### src/verilog/strap_led_pkg.sv
// Package for the mode strap and status indicator block.
// Assumes a single 100 MHz system clock and a synchronous active-high reset.
`default_nettype none

package strap_led_pkg;

  // ---------------------------------------------------------------------------
  // Timing
  // ---------------------------------------------------------------------------
  localparam int CLK_PERIOD_NS      = 10;
  localparam int DEBOUNCE_TIME_US   = 10;
  localparam int DEBOUNCE_CYCLES    = (DEBOUNCE_TIME_US * 1000) / CLK_PERIOD_NS;
  localparam int BLINK_DIVIDE       = 3;
  localparam int SIZE_STABLE_FRAMES = 2;

  // ---------------------------------------------------------------------------
  // Switch positions (bit index = position - 1)
  // ---------------------------------------------------------------------------
  localparam int SW_RESERVED_POS  = 0;
  localparam int SW_PATTERN_POS   = 1;
  localparam int SW_LANE_LO_POS   = 2;
  localparam int SW_LANE_HI_POS   = 3;
  localparam int SW_MON_FMT_POS   = 4;
  localparam int SW_MON_RES_POS   = 5;
  localparam int SW_MON_RATE_POS  = 6;
  localparam int SW_WORK_MODE_POS = 7;
  localparam int SWITCH_COUNT     = 8;

  // ---------------------------------------------------------------------------
  // Lane counts and reset values
  // ---------------------------------------------------------------------------
  localparam logic [2:0] LANES_OFF_OFF = 3'h4;
  localparam logic [2:0] LANES_OFF_ON  = 3'h1;
  localparam logic [2:0] LANES_ON_OFF  = 3'h2;
  localparam logic [2:0] LANES_ON_ON   = 3'h3;
  localparam logic       TARGET_RESET_IDLE = 1'h1;

  typedef enum {MODE_DISPLAY, MODE_USB} work_mode_t;

  // Decoded configuration handed to the datapaths.
  typedef struct packed {
    logic [2:0] laneCount;
    logic       testPattern;
    logic       dviFormat;
    logic       res720;
    logic       rate30;
    logic       usbMode;
  } config_t;

  // Indicator set.
  typedef struct packed {
    logic inputSync;
    logic sizeLock;
    logic overflow;
    logic alignError;
    logic writerIdle;
    logic writeBlocked;
    logic readBlocked;
    logic outputSync;
  } leds_t;

endpackage : strap_led_pkg

`default_nettype wire

### src/verilog/input_debounce.sv
// Synchroniser and debouncer for one slow pin.
// Assumes the pin is asynchronous to clk_sys; output changes after a steady level.
`default_nettype none

module input_debounce #(
  parameter int   HOLD_CYCLES = strap_led_pkg::DEBOUNCE_CYCLES,
  parameter logic RESET_LEVEL = 1'h0
) (
  input  wire logic clk_sys,
  input  wire logic rst,
  input  wire logic clkEn,
  input  wire logic pinRaw,
  output var  logic level
);

  localparam int CW = $clog2(HOLD_CYCLES + 1);

  logic          syncA_ff;
  logic          syncB_ff;
  logic [CW-1:0] count_ff;
  logic          level_ff;
  wire  logic    differs = syncB_ff != level_ff;
  wire  logic    settled = count_ff == CW'(HOLD_CYCLES - 1);

  // ---------------------------------------------------------------------------
  // Two-stage synchroniser.
  // ---------------------------------------------------------------------------
  always_ff @(posedge clk_sys) begin
    if (rst) begin
      syncA_ff <= RESET_LEVEL;
      syncB_ff <= RESET_LEVEL;
    end else if (clkEn) begin
      syncA_ff <= pinRaw;
      syncB_ff <= syncA_ff;
    end
  end

  // Accept a new level only after it held for the full window.
  always_ff @(posedge clk_sys) begin
    if (rst) begin
      count_ff <= '0;
      level_ff <= RESET_LEVEL;
    end else if (clkEn) begin
      count_ff <= (differs && !settled) ? count_ff + CW'(1) : '0;
      if (differs && settled) begin
        level_ff <= syncB_ff;
      end
    end
  end

  assign level = level_ff;

endmodule : input_debounce

`default_nettype wire

### src/verilog/sync_blinker.sv
// Toggles a lamp once every DIVIDE frame-sync pulses.
// Assumes syncPulse is a same-clock one-cycle pulse.
`default_nettype none

module sync_blinker #(
  parameter int DIVIDE = strap_led_pkg::BLINK_DIVIDE
) (
  input  wire logic clk_sys,
  input  wire logic rst,
  input  wire logic clkEn,
  input  wire logic enable,
  input  wire logic syncPulse,
  output var  logic lamp
);

  // Counter width follows the divide ratio so other ratios still fit.
  localparam int CW = $clog2(DIVIDE + 1);

  logic [CW-1:0] count_ff;
  logic          lamp_ff;
  wire  logic    wrap = count_ff == CW'(DIVIDE - 1);

  // ---------------------------------------------------------------------------
  // Pulse counter with lamp toggle on wrap.
  // ---------------------------------------------------------------------------
  always_ff @(posedge clk_sys) begin
    if (rst || (clkEn && !enable)) begin
      count_ff <= '0;
      lamp_ff  <= 1'h0;
    end else if (clkEn && syncPulse) begin
      count_ff <= wrap ? CW'(0) : count_ff + CW'(1);
      lamp_ff  <= wrap ? !lamp_ff : lamp_ff;
    end
  end

  assign lamp = lamp_ff;

endmodule : sync_blinker

`default_nettype wire

### src/verilog/mode_strap_and_status_leds.sv
// Mode strap decoder, target reset control and status lamp driver.
// Assumes status pulses come from logic on clk_sys; switches and button are raw pins.
`default_nettype none

module mode_strap_and_status_leds #(
  parameter int DEBOUNCE_CYCLES = strap_led_pkg::DEBOUNCE_CYCLES,
  parameter int DIM_WIDTH       = 12
) (
  input  wire logic                 clk_sys,
  input  wire logic                 rst,
  input  wire logic                 clkEn,
  input  wire logic                 resetButtonRaw,
  input  wire logic [7:0]           modeStrapSwitchRaw,
  input  wire logic                 buttonDisable,
  input  wire logic                 targetFrameSync,
  input  wire logic                 sizeMeasured,
  input  wire logic [DIM_WIDTH-1:0] measuredWidth,
  input  wire logic [DIM_WIDTH-1:0] measuredHeight,
  input  wire logic                 writeOverflow,
  input  wire logic                 frameSyncActive,
  input  wire logic                 alignFail,
  input  wire logic                 writerIdle,
  input  wire logic                 tableFull,
  input  wire logic                 noNewFrame,
  input  wire logic                 hostCapturing,
  input  wire logic                 usbFrameSync,
  input  wire logic                 monitorFrameSync,
  output var  logic                 targetReset_n,
  output var  logic                 videoHold,
  output var  logic                 dropInputFrame,
  output var  logic                 repeatLastFrame,
  output var  strap_led_pkg::config_t cfg,
  output var  logic                 inputSyncIndicator,
  output var  logic                 size_lock_indicator,
  output var  logic                 overflow_indicator,
  output var  logic                 align_error_indicator,
  output var  logic                 writer_idle_indicator,
  output var  logic                 write_blocked_indicator,
  output var  logic                 read_blocked_indicator,
  output var  logic                 output_sync_indicator
);

  // ---------------------------------------------------------------------------
  // Lane decode function
  // ---------------------------------------------------------------------------
  function automatic logic [2:0] laneDecode(input logic hi, input logic lo);
    logic [2:0] n;
    case ({hi, lo})
      2'b00:   n = strap_led_pkg::LANES_OFF_OFF;
      2'b01:   n = strap_led_pkg::LANES_OFF_ON;
      2'b10:   n = strap_led_pkg::LANES_ON_OFF;
      default: n = strap_led_pkg::LANES_ON_ON;
    endcase
    return n;
  endfunction : laneDecode

  // ---------------------------------------------------------------------------
  // Input conditioning
  // ---------------------------------------------------------------------------
  logic       buttonHeld;
  logic [7:0] sw;

  // Button and each switch go through their own synchroniser and debouncer.
  input_debounce #(.HOLD_CYCLES(DEBOUNCE_CYCLES), .RESET_LEVEL(1'h0)) u_btn (
    .clk_sys (clk_sys),
    .rst     (rst),
    .clkEn   (clkEn),
    .pinRaw  (resetButtonRaw),
    .level   (buttonHeld)
  );

  for (genvar i = 0; i < strap_led_pkg::SWITCH_COUNT; i++) begin : g_sw
    input_debounce #(.HOLD_CYCLES(DEBOUNCE_CYCLES), .RESET_LEVEL(1'h0)) u_sw (
      .clk_sys (clk_sys),
      .rst     (rst),
      .clkEn   (clkEn),
      .pinRaw  (modeStrapSwitchRaw[i]),
      .level   (sw[i])
    );
  end

  // ---------------------------------------------------------------------------
  // Working mode latch
  // ---------------------------------------------------------------------------
  // The mode is taken once, after the debouncer has had time to settle.
  localparam int SCW = $clog2(DEBOUNCE_CYCLES + 4);
  logic [SCW-1:0]                 settle_ff;
  logic                           modeLatched_ff;
  strap_led_pkg::work_mode_t      mode_ff;
  wire  logic settleDone = settle_ff == SCW'(DEBOUNCE_CYCLES + 3);

  always_ff @(posedge clk_sys) begin
    if (rst) begin
      settle_ff      <= '0;
      modeLatched_ff <= 1'h0;
      mode_ff        <= strap_led_pkg::MODE_DISPLAY;
    end else if (clkEn && !modeLatched_ff) begin
      settle_ff <= settle_ff + SCW'(1);
      if (settleDone) begin
        modeLatched_ff <= 1'h1;
        mode_ff <= sw[strap_led_pkg::SW_WORK_MODE_POS] ? strap_led_pkg::MODE_USB
                                                       : strap_led_pkg::MODE_DISPLAY;
      end
    end
  end

  wire logic usbMode = mode_ff == strap_led_pkg::MODE_USB;

  // ---------------------------------------------------------------------------
  // Configuration decode
  // ---------------------------------------------------------------------------
  wire logic [2:0] lanes = laneDecode(sw[strap_led_pkg::SW_LANE_HI_POS],
                                      sw[strap_led_pkg::SW_LANE_LO_POS]);
  wire logic dispSw = !usbMode;
  strap_led_pkg::config_t nxt_cfg;
  strap_led_pkg::config_t cfg_ff;

  // Display-only switches read as off in USB mode.
  always_comb begin
    nxt_cfg.laneCount   = lanes;
    nxt_cfg.testPattern = dispSw && sw[strap_led_pkg::SW_PATTERN_POS];
    nxt_cfg.dviFormat   = dispSw && sw[strap_led_pkg::SW_MON_FMT_POS];
    nxt_cfg.res720      = dispSw && sw[strap_led_pkg::SW_MON_RES_POS];
    nxt_cfg.rate30      = dispSw && sw[strap_led_pkg::SW_MON_RATE_POS];
    nxt_cfg.usbMode     = usbMode;
  end

  // ---------------------------------------------------------------------------
  // Target reset and transfer hold
  // ---------------------------------------------------------------------------
  wire logic pressed = buttonHeld && !buttonDisable;
  logic targetReset_n_ff;
  logic videoHold_ff;

  always_ff @(posedge clk_sys) begin
    if (rst) begin
      targetReset_n_ff <= strap_led_pkg::TARGET_RESET_IDLE;
      videoHold_ff     <= 1'h0;
      cfg_ff           <= '0;
    end else if (clkEn) begin
      targetReset_n_ff <= !pressed;
      videoHold_ff     <= pressed;
      cfg_ff           <= nxt_cfg;
    end
  end

  // ---------------------------------------------------------------------------
  // Size stability tracking
  // ---------------------------------------------------------------------------
  logic [DIM_WIDTH-1:0] lastW_ff;
  logic [DIM_WIDTH-1:0] lastH_ff;
  logic [1:0]           same_ff;
  wire  logic sameSize = measuredWidth == lastW_ff && measuredHeight == lastH_ff;
  wire  logic sizeStable = same_ff >= 2'(strap_led_pkg::SIZE_STABLE_FRAMES);

  // Each new measurement matching the last one counts towards lock.
  always_ff @(posedge clk_sys) begin
    if (rst) begin
      lastW_ff <= '0;
      lastH_ff <= '0;
      same_ff  <= '0;
    end else if (clkEn && sizeMeasured) begin
      lastW_ff <= measuredWidth;
      lastH_ff <= measuredHeight;
      if (!sameSize) begin
        same_ff <= '0;
      end else if (!sizeStable) begin
        same_ff <= same_ff + 2'h1;
      end
    end
  end

  // ---------------------------------------------------------------------------
  // Blink dividers
  // ---------------------------------------------------------------------------
  logic inBlink;
  logic usbBlink;
  logic monBlink;

  sync_blinker u_in (
    .clk_sys   (clk_sys),
    .rst       (rst),
    .clkEn     (clkEn),
    .enable    (1'h1),
    .syncPulse (targetFrameSync),
    .lamp      (inBlink)
  );

  sync_blinker u_usb (
    .clk_sys   (clk_sys),
    .rst       (rst),
    .clkEn     (clkEn),
    .enable    (usbMode),
    .syncPulse (usbFrameSync),
    .lamp      (usbBlink)
  );

  sync_blinker u_mon (
    .clk_sys   (clk_sys),
    .rst       (rst),
    .clkEn     (clkEn),
    .enable    (!usbMode),
    .syncPulse (monitorFrameSync),
    .lamp      (monBlink)
  );

  // ---------------------------------------------------------------------------
  // Indicator selection
  // ---------------------------------------------------------------------------
  strap_led_pkg::leds_t nxt_leds;
  strap_led_pkg::leds_t leds_ff;
  logic drop_ff;
  logic repeat_ff;

  always_comb begin
    nxt_leds.inputSync    = inBlink;
    nxt_leds.sizeLock     = sizeStable;
    nxt_leds.overflow     = usbMode ? frameSyncActive : writeOverflow;
    nxt_leds.alignError   = usbMode ? usbBlink : alignFail;
    nxt_leds.writerIdle   = !usbMode && writerIdle;
    nxt_leds.writeBlocked = !usbMode && tableFull;
    nxt_leds.readBlocked  = usbMode ? hostCapturing : noNewFrame;
    nxt_leds.outputSync   = usbMode ? usbBlink : monBlink;
  end

  always_ff @(posedge clk_sys) begin
    if (rst) begin
      leds_ff   <= '0;
      drop_ff   <= 1'h0;
      repeat_ff <= 1'h0;
    end else if (clkEn) begin
      leds_ff   <= nxt_leds;
      drop_ff   <= !usbMode && tableFull;
      repeat_ff <= !usbMode && noNewFrame;
    end
  end

  // ---------------------------------------------------------------------------
  // Outputs
  // ---------------------------------------------------------------------------
  assign targetReset_n           = targetReset_n_ff;
  assign videoHold               = videoHold_ff;
  assign dropInputFrame          = drop_ff;
  assign repeatLastFrame         = repeat_ff;
  assign cfg                     = cfg_ff;
  assign inputSyncIndicator      = leds_ff.inputSync;
  assign size_lock_indicator     = leds_ff.sizeLock;
  assign overflow_indicator      = leds_ff.overflow;
  assign align_error_indicator   = leds_ff.alignError;
  assign writer_idle_indicator   = leds_ff.writerIdle;
  assign write_blocked_indicator = leds_ff.writeBlocked;
  assign read_blocked_indicator  = leds_ff.readBlocked;
  assign output_sync_indicator   = leds_ff.outputSync;

  // ---------------------------------------------------------------------------
  // Assertions
  // ---------------------------------------------------------------------------
  property p_reset_follows;
    @(posedge clk_sys) disable iff (rst)
      clkEn ##0 pressed |=> !targetReset_n && videoHold;
  endproperty
  a_reset_follows: assert property (p_reset_follows) else $error("reset not driven");

  property p_disable;
    @(posedge clk_sys) disable iff (rst)
      clkEn ##0 buttonDisable |=> targetReset_n && !videoHold;
  endproperty
  a_disable: assert property (p_disable) else $error("disabled button acted");

  property p_usb_quiet;
    @(posedge clk_sys) disable iff (rst)
      clkEn ##0 usbMode |=> !writer_idle_indicator && !write_blocked_indicator;
  endproperty
  a_usb_quiet: assert property (p_usb_quiet) else $error("usb lamps lit");

  property p_usb_pattern;
    @(posedge clk_sys) disable iff (rst)
      clkEn ##0 usbMode |=> !cfg.testPattern && !cfg.dviFormat && !cfg.res720 && !cfg.rate30;
  endproperty
  a_usb_pattern: assert property (p_usb_pattern) else $error("usb honoured pattern");

  property p_mode_fixed;
    @(posedge clk_sys) disable iff (rst)
      modeLatched_ff |=> $stable(mode_ff);
  endproperty
  a_mode_fixed: assert property (p_mode_fixed) else $error("mode changed");

  property p_overflow;
    @(posedge clk_sys) disable iff (rst)
      clkEn ##0 !usbMode |=> overflow_indicator == $past(writeOverflow);
  endproperty
  a_overflow: assert property (p_overflow) else $error("overflow lamp wrong");

  property p_read_usb;
    @(posedge clk_sys) disable iff (rst)
      clkEn ##0 usbMode |=> read_blocked_indicator == $past(hostCapturing);
  endproperty
  a_read_usb: assert property (p_read_usb) else $error("read lamp wrong");

  property p_drop;
    @(posedge clk_sys) disable iff (rst)
      clkEn ##0 (!usbMode && tableFull) |=> dropInputFrame && write_blocked_indicator;
  endproperty
  a_drop: assert property (p_drop) else $error("frame not dropped");

endmodule : mode_strap_and_status_leds

`default_nettype wire

### config.mk
export PLATFORM = sky130hd
export DESIGN_NAME = mode_strap_and_status_leds
export DESIGN_NICKNAME = d
export VERILOG_FILES = /design/src/verilog/strap_led_pkg.sv /design/src/verilog/input_debounce.sv /design/src/verilog/sync_blinker.sv /design/src/verilog/mode_strap_and_status_leds.sv
export SDC_FILE = /design/constraint.sdc
export NUM_CORES = 1
export LEC_CHECK = 0
export BUFFER_PORTS_ARGS = -buffer_cell sky130_fd_sc_hd__buf_2
export CAP_MARGIN = 25
export CORE_ASPECT_RATIO = 0.7
export CORE_UTILIZATION = 40
export CTS_BUF_LIST = sky130_fd_sc_hd__clkbuf_8
export DETAILED_ROUTE_END_ITERATION = 8
export GPL_ROUTABILITY_DRIVEN = 0
export PLACE_DENSITY_LB_ADDON = 0.08
export SLEW_MARGIN = 25
export SYNTH_ARGS = -nofsm -noshare
export SYNTH_HDL_FRONTEND = slang
export SYNTH_SLANG_ARGS = --single-unit
### constraint.sdc
create_clock -name clk_sys -period 1.4 [get_ports clk_sys]
set_input_delay 0.07 -clock clk_sys [delete_from_list [all_inputs] [get_ports clk_sys]]
set_output_delay 0.07 -clock clk_sys [all_outputs]
set_load 0.005 [all_outputs]
Word-level counts from Yosys, hierarchy flattened
Cells that the tools add are included.

storage, ports and cells
  ROM bits = 0
  bits in registers = 201
  word-level logic and storage cells = 183
  latch bits = 0
  output and inout bits = 20
  memories kept = 0
  input bits = 48
  bits in writable memories = 0

operators by class
  reduce and logical (&&, ||, !) cells = 63
  add/subtract/negate cells = 13
  order comparisons = 1
  multiply operators = 0
  eq/ne operators = 26
  muxes and demuxes = 19
  bitwise logic cells = 0
  divide/modulo/power cells = 0
  shift-type cells = 0

operators with widths
  kind                   number
  $add 10x1->10 const B  9
  $eq 10x10->1 const B   9
  $mux 10                8
  $eq 32x2->1 const B    1
  $logic_and 1x1->1      32
  $reduce_and 2->1       13
  $eq 12x12->1           2
  $logic_not 1->1        15
  $mux 2                 5
  $pmux 3 s3             1
  $add 2x1->2 const B    4
  $eq 2x2->1 const B     4
  $ne 1x1->1             8
  $mux 1                 5
  $eq 2x1->1 const B     1
  $ge 2x2->1 const B     1
  $logic_not 2->1        1
  $logic_or 1x1->1       2
  $ne 2x2->1 const B     1

Logic depth before layout (Yosys ltp)
Gate-level depths: netlist of the first run.

  depth in word-level cells = 4
  gate-level depth with buffers = 6
  mapped depth without buffers = 6

Hierarchy
From an unflattened synthesis of the first run, not the netlist that was laid out.

unflattened totals
  cell total of the unflattened synthesis = 878
  area, all modules = 7912.6 um^2

by module, submodules not included
  module                      instances  cells each  seq. area each (um^2)  area an instance (um^2)
  input_debounce              8          67          260.2                  625.6
  mode_strap_and_status_leds  1          288         1141.1                 2476.1
  sync_blinker                3          18          60.1                   143.9

Least setup slack after synthesis of the first run
Ideal clock, no wire load.

  kind = reg2reg
  from = register g_sw[6].u_sw.count_ff[0]
  to = register g_sw[6].u_sw.count_ff[0]
  period minus slack after synthesis = 1.409 ns
  required time = 1.277 ns
  stages on the path, launching flop included = 6
  data arrival time = 1.286 ns
  setup time = 0.123 ns
  setup slack = -0.009 ns
  buffers on the path = 0
  cell sequence = dfxtp_1 > ha_1 > nand4bb_1 > o31a_1 > o21ai_4 > nor2_1

on the way
  longest elaborated chain between the ends = 4
  elaborated cells between the ends (all ways) = 5
  classes of those cells = 1 x add/sub; 1 x eq/ne; 1 x mux; 2 x reduce/logical

RTL lines
  element                                                                line                  RTL
  start: declaration                                                     input_debounce.sv:20  logic [CW-1:0] count_ff;
  start signal: assignment                                               input_debounce.sv:44  count_ff <= (differs && !settled) ? count_ff + CW'(1) : '0;
  parallel branches: the longest is 3 deep, another holds $add 10x1->10  --
  $mux 10 (*)                                                            input_debounce.sv:44

Every way passes the cells marked *.
A chain may end at the register's enable or synchronous reset.

Worst setup path in the final report of the first run
  from = register lastW_ff[4]
  to = register same_ff[1]

on the way
  longest elaborated chain between the ends = 4
  elaborated cells between the ends (all ways) = 5
  classes of those cells = 2 x eq/ne; 1 x mux; 2 x reduce/logical

RTL lines
  element                            line                               RTL
  start: declaration                 mode_strap_and_status_leds.sv:150  logic [DIM_WIDTH-1:0] lastW_ff;
  start signal: assignment           mode_strap_and_status_leds.sv:163  lastW_ff <= measuredWidth;
  $eq 12x12->1 (*)                   mode_strap_and_status_leds.sv:153  wire logic sameSize = measuredWidth == lastW_ff && measuredHeight == lastH_ff;
  $logic_and 1x1->1 (*)              mode_strap_and_status_leds.sv:153
  $ne 2x2->1 (no source line)        --
  $reduce_and 2->1 (no source line)  --
  end signal: assignment             mode_strap_and_status_leds.sv:168  same_ff <= same_ff + 2'h1;
  end: declaration                   mode_strap_and_status_leds.sv:152  logic [1:0] same_ff;

Mark *: on every way between the ends. The rest lies on a longest branch, timed or not.

==> impl_summary.md, run 1 <==
Finish
Leaving out fill and tap cells, the most frequent cells in the layout are sky130_fd_sc_hd__dfxtp_1 (158), sky130_fd_sc_hd__nor2_1 (150), sky130_fd_sc_hd__nand2_1 (99). Leaving out fill and tap cells, the most frequent cell in the layout is sky130_fd_sc_hd__dfxtp_1. The end-of-flow core utilization is 53.4%. 0 antenna diodes ended up in the layout. Of the cells placed in the final design, the portion with a size suffix greater than 1 is 25.5%. Relative to the synthesized area, the layout overhead comes to 28.0%. The final-stage net count is 1058.

The layout has 1676 filler cells.

Worst hold path
The worst hold path belongs to the class input port to flip-flop.

Setup path
The capturing element type of the critical path is a flip-flop. By startpoint and endpoint, the worst setup path is classified as flip-flop to flip-flop. The data arrival at the endpoint of the critical path is 1.77 ns. The standard cell with the maximum stage delay on the critical path is sky130_fd_sc_hd__dfxtp_2. Data on the critical path is required at its endpoint by 1.77 ns. The buffers plus inverters on the worst setup path is 1.

The worst setup path is launched from a flip-flop. Of all nets on the critical path, the largest fanout is 2. In this design, the stage delay of the slowest critical-path cell is 0.34 ns. Traced cell by cell, the critical path runs through xor2_1, nor4_1, buf_4, nand4_1, a211oi_2. The kind of cell adding the most delay to the critical path is simple AND/OR/NAND/NOR gates.

Timing
The total of endpoints with negative setup slack in the final report is 1. The final clock skew is 0.0142 ns. The final number of max-transition violations is 0. The slew at the pin closest to its max-slew limit is 0.555 ns. In this run the tightest slew margin relative to its limit is 62.9%. The number of hold violations in the final report is 0. The slack of the critical path is -0.00169 ns. The worst path in the final design needs a cycle of 1.40 ns, including I/O delays and setup. Setup repair after global routing could not meet its margin everywhere. The worst path uses 100% of the clock period. The top achievable clock speed is 713 MHz.

Detailed routing
After detailed routing, the number of remaining DRC violations is 0. Once detail routing completed, the nets flagged for antenna violations numbered 0. For this block, the via count after detailed routing is 6165. The routed wirelength normalized by instance count is 13.7 microns. For this block, the routed nets add up to 17100 microns of wire.

The first-iteration detailed-routing DRC count is 411. The number of detailed-routing iterations run before antenna repair is 5. After detailed routing, the number of vias per cell comes to 4.94.

Die
The floorplan has 41 rows. The total area inside the core boundary comes to 18400 sq um. From bottom edge to top edge, the die measures 118 microns. The starting density of the core is 41.7%. The die is 168 microns wide.

68 I/O pins were placed. The total die area is 19800 sq um.

Power and ir drop
Dividing total power by cell area gives a power density of 964 nW/um^2. In this run the static leakage power is 3.82 nW. Overall power consumption after layout is estimated at 9.47 mW. The highest ir drop seen on vdd is 0.483 mV.

CTS
The number of CTS-inserted buffers is 17. The TritonCTS clock tree is yes. The clock net in this run drives a total of 170 sinks.

The buffer type at the clock tree root is sky130_fd_sc_hd__clkbuf_8. The CTS clock-pin slew for the worst setup and hold paths is 0.10 ns. The clock insertion delay at the later pin of the skew report is 0.45 ns. The deepest clock path buffer count is 2. The H-tree was split into 4 levels.

Outcome
The final reports fail on negative setup slack. The run finished, with violations left.

Global routing
After global routing the overflow that remains totals 0. Entering global routing, the biggest net connects 89 pins. The number of antenna violations at the first check in global routing is 0.

The first global-routing pass estimated 28800 microns of wire. The number of global-route vias before repair is 6078. For this run, the total global-route usage over all layers was measured as 17.8%.

Yosys
The number of nets handed over by synthesis was 883. The yosys synthesis warning count is 0. The number of different library cells used by synthesis comes to 49.

Synthesis produced a netlist whose cell count is 825. Averaged over all synthesized cells, the footprint is 9.31 sq um. The part of the Yosys area used for sequential elements is 44.3%. Synthesis inferred 170 register bits. The post-synthesis cell area is 7680 sq um.

Run
Across the run, the number of max-cap violations was 0.

Placed design
The total half-perimeter wirelength after legalization and detailed placement is 11800 microns. Buffers placed on the I/O ports in this run total 66.
[stage by stage]
stage / worst slack, ns / hold slack (ns) / TNS, ns / area (sq um) / instances
after global routing: -0.0874 / 0.0252 / -0.389 / 9830 / 1248
after floorplan: -0.00226 / 0.206 / -0.00452 / 7690 / 825
after global placement: -0.0276 / 0.301 / -0.368 / 8760 / 1168
after CTS: 0.00242 / 0.00225 / 0 / 9690 / 1246
final: -0.00169 / 0.0250 / -0.00169 / 9830 / 1248
after detailed placement: -0.0940 / 0.312 / -2.67 / 8760 / 1168
[flip-flops by register name (all words and copies together), names as in the netlist, 2 cells and up]
name                cells
g_sw.u_sw.count_ff     70
lastH_ff               12
lastW_ff               12
settle_ff              10
u_btn.count_ff         10
cfg                     8
g_sw.u_sw.level         7
g_sw.u_sw.syncA_ff      7
g_sw.u_sw.syncB_ff      7
same_ff                 2
u_in.count_ff           2
u_mon.count_ff          2
u_usb.count_ff          2
[worst reg2reg max path: stages, from the launching register on]
cell,delay (ns)
sky130_fd_sc_hd__dfxtp_2,0.34
sky130_fd_sc_hd__xor2_1,0.15
sky130_fd_sc_hd__nor4_1,0.29
sky130_fd_sc_hd__buf_4,0.18
sky130_fd_sc_hd__nand4_1,0.14
sky130_fd_sc_hd__a211oi_2,0.21
[Yosys cell counts, drive strengths merged]
cell type / instances / area (sq um)
a2bb2oi: 1 / 8.76
nand2: 100 / 383
mux2: 1 / 11.3
or3: 1 / 6.26
and4: 7 / 61.3
and3: 2 / 12.5
ha: 10 / 125
o32ai: 1 / 8.76
nand4: 37 / 343
o41ai: 1 / 8.76
inv: 5 / 18.8
xnor2: 61 / 534
nor3: 25 / 200
nand4b: 3 / 26.3
clkbuf: 9 / 33.8
mux2i: 42 / 420
nand2b: 2 / 12.5
and2: 1 / 6.26
xor2: 52 / 455
nor2b: 7 / 43.8
o31a: 1 / 8.76
nor2: 159 / 609
nand3b: 4 / 30.0
buf: 23 / 143
nor3b: 2 / 15.0
o21ai: 13 / 103
nor4: 13 / 171
nand3: 3 / 15.0
a211oi: 6 / 45.0
a21oi: 38 / 190
a31oi: 7 / 43.8
nand4bb: 3 / 33.8
a22oi: 7 / 52.6
o2111ai: 1 / 8.76
dfxtp: 170 / 3400
and4bb: 7 / 87.6
[report_power, final]
part	switching (mW)	internal (mW)	total (mW)
Sequential	0.0744	4.94	5.01
Clock	1.77	1.84	3.61
Combinational	0.434	0.419	0.853
Total	2.27	7.20	9.47
[final timing paths]
check                            startpoint                  to  slack [ns]  depth (start not counted)
worst max-delay path            lastW_ff[4]          same_ff[1]      -0.002                          5
worst min-delay path                  clkEn  overflow_indicator        0.03                          2
worst max register to register  lastW_ff[4]          same_ff[1]      -0.002                          5
worst min register to register    videoHold           videoHold        0.47                          2
[cells by family after synthesis]
logic type / count (synthesis) / share of synthesized area [%]
fa+ha+maj: 10 / 1.63
xor+xnor: 113 / 12.9
buf+inv: 37 / 2.54
simple gates: 376 / 26.8
mux: 43 / 5.62
flops: 170 / 44.3
compound gates: 76 / 6.22
[cell type report]
type | count | area, sq um | share of cell area (%)
flip-flops and latches | 170 | 3420 | 34.8
clock buffers | 19 | 262 | 2.66
repair buffers | 187 | 1430 | 14.6
multi-input cells | 619 | 4250 | 43.3
clock inverters | 12 | 149 | 1.52
well taps | 236 | 295 | 3.00
inverters | 5 | 18.8 | 0.191
[layer usage]
| layer | global-route usage, % | up-vias | part of all wire, % |
|---|---|---|---|
| li1 | - | 3159 | - |
| met4 | 6.31 | 0 | 1.3 |
| met3 | 3.67 | 19 | 2.8 |
| met1 | 24.0 | 2916 | 51 |
| met5 | 0 | - | 0 |
| met2 | 28.0 | 71 | 45 |
[timing repair]
| action | CTS | global route |
|---|---|---|
| endpoints found under the hold margin | 42 | 0 |
| cloned | 1 | 0 |
| setup endpoints to repair | 43 | 54 |
| resized for setup | 8 | 31 |
| hold buffers | 41 | 0 |
| buffers inserted | 5 | 2 |
| pin swaps | 10 | 12 |
No activity file was read; power rests on OpenSTA's default activity.
==> run 2, diff against run 1 <==
- CORE_UTILIZATION: 40 -> 27
==> run 2 against run 1 <==
The flow now finishes without violations. Worst setup slack improved by 0.015 ns. Sequential cell count is the same. Sequential share of layout area fell by 1.3 points. Die area is 47% higher. Count of clock-buffer cells in the layout unchanged. Sequential power is essentially flat. Cell area grew 3.7%. Hold slack better by 0.038 ns. Critical path type unchanged. Critical endpoint is now g_sw[6].u_sw.count_ff[9].
==> impl_summary.md, run 2 (same netlist as run 1, synthesis figures left out) <==
Outcome
The run finished with clean final reports.

Placed design
Port buffering added 66 buffers. Timing analysis after detailed placement gives a worst setup slack of -0.101 ns. The total half-perimeter wirelength after legalization and detailed placement is 12400 microns. The total placed instance area is 9110 sq um. The cell count after placement is 1325.

Finish
The end-of-flow core utilization is 36.5%. In the final design database the tool counted 1077 nets. The final standard cell area without fillers is 10200 sq um. The layout overhead on the synthesized area is 32.7%. Once layout is complete, the cells apart from fillers number 1403.

The library cells used most frequently in the layout, excluding fill and tap cells, are sky130_fd_sc_hd__dfxtp_1 (162), sky130_fd_sc_hd__nor2_1 (141), sky130_fd_sc_hd__nand2_1 (99). The flip-flop count of the largest register after layout is 70. Cells with a size suffix above 1 make up 27.1% of the layout. The leading cell type in the layout, fill and taps excluded is sky130_fd_sc_hd__dfxtp_1. The final antenna diode count is 0. The largest registers in the layout are g_sw.u_sw.count_ff (70), lastH_ff (12), lastW_ff (12).

More flip-flops sit in one register than any other, and that register is g_sw.u_sw.count_ff.

CTS
The buffer type at the clock tree root is sky130_fd_sc_hd__clkbuf_8. Counting the buffers created by CTS gives 17. After clock tree synthesis, the clock-pin slew on the worst setup and hold paths is 0.10 ns.

CTS saw 170 sinks. The H-tree was split into 4 levels. The clock insertion delay at the later pin of the skew report is 0.47 ns.

In this run the deepest clock path goes through 2 buffers. TritonCTS built the clock tree.

Timing
At the pin with the least slew margin, the transition time is 0.429 ns. The slack of the critical path is 0.0130 ns. The time the final worst path needs with I/O delays and setup is 1.39 ns. The number of hold violations in the final report is 0.

The final-layout setup total negative slack is 0 ns. Headroom to the max-slew limit came out at 71.4%. For the final database, setup skew stands at 0.0143 ns. The top achievable clock speed is 721 MHz. The tightest hold path in the finished design has a slack of 0.0629 ns. The final number of max-transition violations is 0.

The total of endpoints with negative setup slack in the final report is 0. Setup repair after global routing could not meet its margin everywhere. Of the available clock period, the critical path in the final layout requires 99.1%.

Global routing
The total overflow left after global routing is 0. In the global route stage, overall resource usage came out at 13.1%. Entering global routing, the biggest net connects 89 pins. The met1 demand-to-capacity share in global routing is 19.6%.

The fraction of met2 tracks used by global routing is 18.3%. The number of antenna violations at the first check in global routing came to 0. The number of global-route vias before repair came to 5765.

The met3 track demand over resource in global routing is 2.67%. met1 is the most crowded layer. The global-route wire length before repair is 30000 microns.

Die
The vertical die dimension is 143 microns. The floorplan step defined a die boundary enclosing 29100 sq um. The number of cell rows is 51. For this configuration, the core starts out at a cell density of 27.5%.

The count of boundary I/O pins is 68. The horizontal die dimension is 204 microns. The area inside the core boundary is 27900 sq um.

Detailed routing
The detailed router finished its first iteration with 262 violations. After detailed routing, the average wire length per cell comes to 13.0 microns. Summing over every cut layer, the via total after detailed routing is 6044. The pre-antenna-repair detailed-routing pass consisted of 6 iterations. For this run, design rule violations remaining after detail routing come to 0. The wire length after detailed routing is 18200 microns.

The remaining antenna violation count after routing is 0. The via count normalized by instance count is 4.31.

Setup path
The type of the worst setup path is flip-flop to flip-flop. For this design, the slowest cell found on the critical path is sky130_fd_sc_hd__dfxtp_2. The worst register-to-register path begins at g_sw[6].u_sw.count_ff[0]. The minimum setup slack among reg-to-reg paths is 0.01 ns. The largest driver fanout on the critical path is 5. The critical path goes through ha_4, nand4bb_1, o31a_1, o21ai_4, buf_6, nor2_2.

At the worst endpoint, the arrival time is 1.74 ns. The worst setup path startpoint is g_sw[6].u_sw.count_ff[0]. The worst setup path is captured at a flip-flop. The worst setup path is launched from a flip-flop.

STA puts the critical path data required time at 1.76 ns. The highest cell delay on the worst timing path is 0.36 ns.

Power and ir drop
The worst-case IR drop observed on VDD is 0.537 mV. Dividing total power by cell area gives a power density of 972 nW/um^2. After layout, the design draws a total of 9.90 mW.

Summed over all cells, the static leakage comes to 3.94 nW.

Worst hold path
The startpoint of the tightest hold check path is noNewFrame. The path type of the worst min-delay path is input port to flip-flop.

Run
The count of maximum capacitance violations is 0.
==> run 2: area by class of cell <==
type                       instances  area [sq um]
timing repair buffer             207          1610
fill                            2830         17700
clock buffer                      19           262
clock inverter                    13           190
inverter                           5          18.8
sequential                       170          3410
tap                              371           464
multi-input combinational        618          4240
==> run 2: critical path: cells and delay by family (launching register included) <==
kind,cells,cell delay (ns)
DFF,1,0.36
buffers and inverters,1,0.15
adders and majority gates,1,0.13
and+or+nand+nor,2,0.17
AOI/OAI and AO/OA,2,0.48
==> run 2: final timing paths <==
| path | endpoint | depth (start not counted) |
|---|---|---|
| worst min-delay path | repeatLastFrame | 4 |
| worst max register to register | g_sw[6].u_sw.count_ff[9] | 6 |
| worst max-delay path | g_sw[6].u_sw.count_ff[9] | 6 |
| worst min register to register | lastW_ff[4] | 2 |
==> run 2: what timing repair did <==
action	CTS	global route
resized for setup	7	35
setup endpoints to repair	31	48
hold buffers	42	0
buffers inserted	3	1
pin swaps	5	19
endpoints found under the hold margin	42	0
==> run 2: report_power, final <==
| group | switching, mW | leakage (nW) | total, mW | internal [mW] |
|---|---|---|---|---|
| combinational | 0.448 | 2.33 | 0.893 | 0.444 |
| clock | 1.94 | 0.227 | 4.00 | 2.06 |
| sequential | 0.0723 | 1.38 | 5.01 | 4.94 |
==> run 2: metal layers <==
metal,vias up,part of all wire (%)
li1,3206,-
met1,2771,55
met2,55,41
met3,12,2.5
met4,0,0.95
met5,-,0
==> run 3, diff against run 2 <==
- CORE_ASPECT_RATIO: 0.7 -> 2
- CORE_MARGIN: not set -> 1.5
- clock period: 1.4 -> 1.1 ns (I/O delays scaled with it)
==> run 3 against run 2 <==
The flow now finishes with violations (negative setup slack). Clock power up 9.0%. Utilization up 2.8 points. Combinational power up 40%. First-iteration DRC count down 44%. Sequential share of layout area down 2.2 points. Power up 21%. Register-to-register slack worse by 0.35 ns. Critical path type unchanged.
==> impl_summary.md, run 3 (same netlist as run 1, synthesis figures left out) <==
Outcome
The run finished, with violations left. The checks that failed: negative setup slack.

Die
The count of boundary I/O pins is 68. The vertical die dimension is 242 microns. The total die area is 29500 sq um.

For this configuration, the core starts out at a cell density of 27.3%. Row generation in the floorplan step produced 87 rows. The horizontal die dimension is 122 microns.

The core region is 28100 sq um.

Setup path
The data arrival at the endpoint of the critical path is 1.85 ns. At the worst endpoint, the required time is 1.51 ns. The type of the worst setup path is flip-flop to flip-flop. The capturing element type of the critical path is a flip-flop.

The largest driver fanout on the critical path is 2. The worst setup path is launched from a flip-flop.

Power and ir drop
The power per standard cell area is 1080 nW/um^2. The total power of the final layout is 12.0 mW. Across the VDD grid, the largest voltage drop is 0.665 mV. The analysis attributes to cell leakage a power of 4.38 nW.

Global routing
Global routing consumed, on the met2 layer, 28.2% of the routing resources. The total global-route track usage is 14.6%. The first global-routing pass estimated 33500 microns of wire. In the global route stage, met3 resource usage came out at 3.30%. The number of antenna violations at the first check in global routing came to 0. The number of global-route vias before repair was 6826. Entering global routing, the biggest net connects 45 pins.

The overflow left after global routing is 0. Global routing used 14.6% of the available met1 tracks. The highest-utilization routing layer at the global route stage is met2.

Finish
In the layout the commonest cells are sky130_fd_sc_hd__buf_4 (149), sky130_fd_sc_hd__nor2_1 (135), sky130_fd_sc_hd__dfxtp_1 (125). The filler cell count is 2866. The largest register by flop count is g_sw.u_sw.count_ff. The register with the most flip-flops in the layout has 70 of them. The leading cell type in the layout, fill and taps excluded is sky130_fd_sc_hd__buf_4. Of the cells placed in the final design, the portion with a size suffix greater than 1 is 38.4%. The final standard cell area without fillers is 11000 sq um. The layout overhead on the synthesized area is 43.9%.

The largest registers in the layout are g_sw.u_sw.count_ff (70), lastH_ff (12), lastW_ff (12). The final-stage net count is 1150. The number of antenna diodes in the final layout is 0. The final standard cell count with taps included and fillers excluded is 1461.

CTS
TritonCTS built the clock tree. Clock latency on the worst-skew pair, taken at its later pin, is 0.50 ns. Clock tree synthesis selected as its root buffer the cell sky130_fd_sc_hd__clkbuf_8.

In this run the deepest clock path goes through 2 buffers. Clock tree synthesis found a total of 170 sinks. Buffers inserted during clock tree synthesis total 17. The CTS clock-pin slew for the worst setup and hold paths is 0.10 ns. The total number of H-tree levels is 4.

Timing
The final critical path takes up 130% of the cycle. In the final timing run, aggregate negative setup slack is -14.26 ns. The final clock skew is 0.0169 ns. The worst pin sits at a relative slew slack of 76.1%. Setup repair after global routing could not meet its margin everywhere. The slew at the pin closest to its max-slew limit is 0.355 ns. The total of endpoints with negative setup slack in the final report is 95.

The time the final worst path needs with I/O delays and setup is 1.44 ns. The final number of max-transition violations is 0. The number of hold violations in the final report is 0. The slack of the critical path is -0.335 ns. The top achievable clock speed is 697 MHz.

Detailed routing
The number of detailed-routing iterations run before antenna repair is 4. The routed wirelength normalized by instance count is 13.9 microns. For this run, design rule violations remaining after detail routing come to 0. Dividing the detail-routed via count by the number of cells gives 4.44. The remaining antenna violation count after routing is 0. Detailed routing inserted a total of 6494 vias.

For this block, the initial DRC count from the detailed router was 148. The wire length after detailed routing is 20300 microns.

Placed design
During placement, the flow inserted port buffers numbering 66. In this run the cell area measured after placement is 9720 sq um. The setup slack after placement is -0.424 ns. The cell count after placement is 1375. The total half-perimeter wirelength after legalization and detailed placement is 14500 microns.

Run
The count of maximum capacitance violations is 0.

Worst hold path
The path class of the tightest hold or removal check is input port to flip-flop.
[run 3: final timing paths]
| path | from | endpoint | slack (ns) | cells past startpoint |
|---|---|---|---|---|
| max | lastW_ff[4] | same_ff[1] | -0.34 | 5 |
| min | clkEn | g_sw[6].u_sw.level | 0.1 | 4 |
| max reg2reg | lastW_ff[4] | same_ff[1] | -0.34 | 5 |
| min reg2reg | lastH_ff[6] | lastH_ff[6] | 0.47 | 2 |
[run 3: worst max-delay path, stage by stage (launching register included)]
cell,delay (ns)
sky130_fd_sc_hd__dfxtp_2,0.33
sky130_fd_sc_hd__xor2_1,0.16
sky130_fd_sc_hd__nor4_2,0.30
sky130_fd_sc_hd__buf_4,0.17
sky130_fd_sc_hd__nand4_1,0.17
sky130_fd_sc_hd__a211oi_2,0.22
[run 3: cell type report]
cell class / count / area [sq um] / area share, %
multi-input cells: 618 / 4510 / 40.8
flip-flops and latches: 170 / 3460 / 31.3
repair buffers: 280 / 2250 / 20.3
well taps: 356 / 445 / 4.03
clock buffers: 18 / 248 / 2.24
clock inverters: 14 / 123 / 1.11
inverters: 5 / 18.8 / 0.170
[run 3: routing by layer]
| layer | wire length (microns) | vias up |
|---|---|---|
| met5 | 0 | - |
| met4 | 386 | 0 |
| met3 | 648 | 26 |
| met2 | 11500 | 92 |
| met1 | 7760 | 3034 |
| li1 | - | 3342 |
[run 3: where the power goes]
group	internal (mW)	switching (mW)	total, mW
Clock	1.84	2.51	4.36
Combinational	0.647	0.605	1.25
Sequential	6.28	0.0918	6.37
Total	8.77	3.21	12.0
[run 3: timing repair]
| action | CTS | global route |
|---|---|---|
| gates resized for setup | 48 | 53 |
| hold buffers | 45 | 0 |
| buffers inserted | 6 | 3 |
| pin swaps | 19 | 13 |
| setup endpoints to repair | 109 | 111 |
| endpoints found under the hold margin | 50 | 0 |
| cloned | 0 | 0 |
[run 3: stage by stage]
step                util, %  hold slack, ns
global placement       34.6           0.290
finish                 39.3          0.0967
CTS                    38.6          0.0868
floorplan                 -           0.183
detailed placement     34.6           0.299
global route           39.3          0.0966
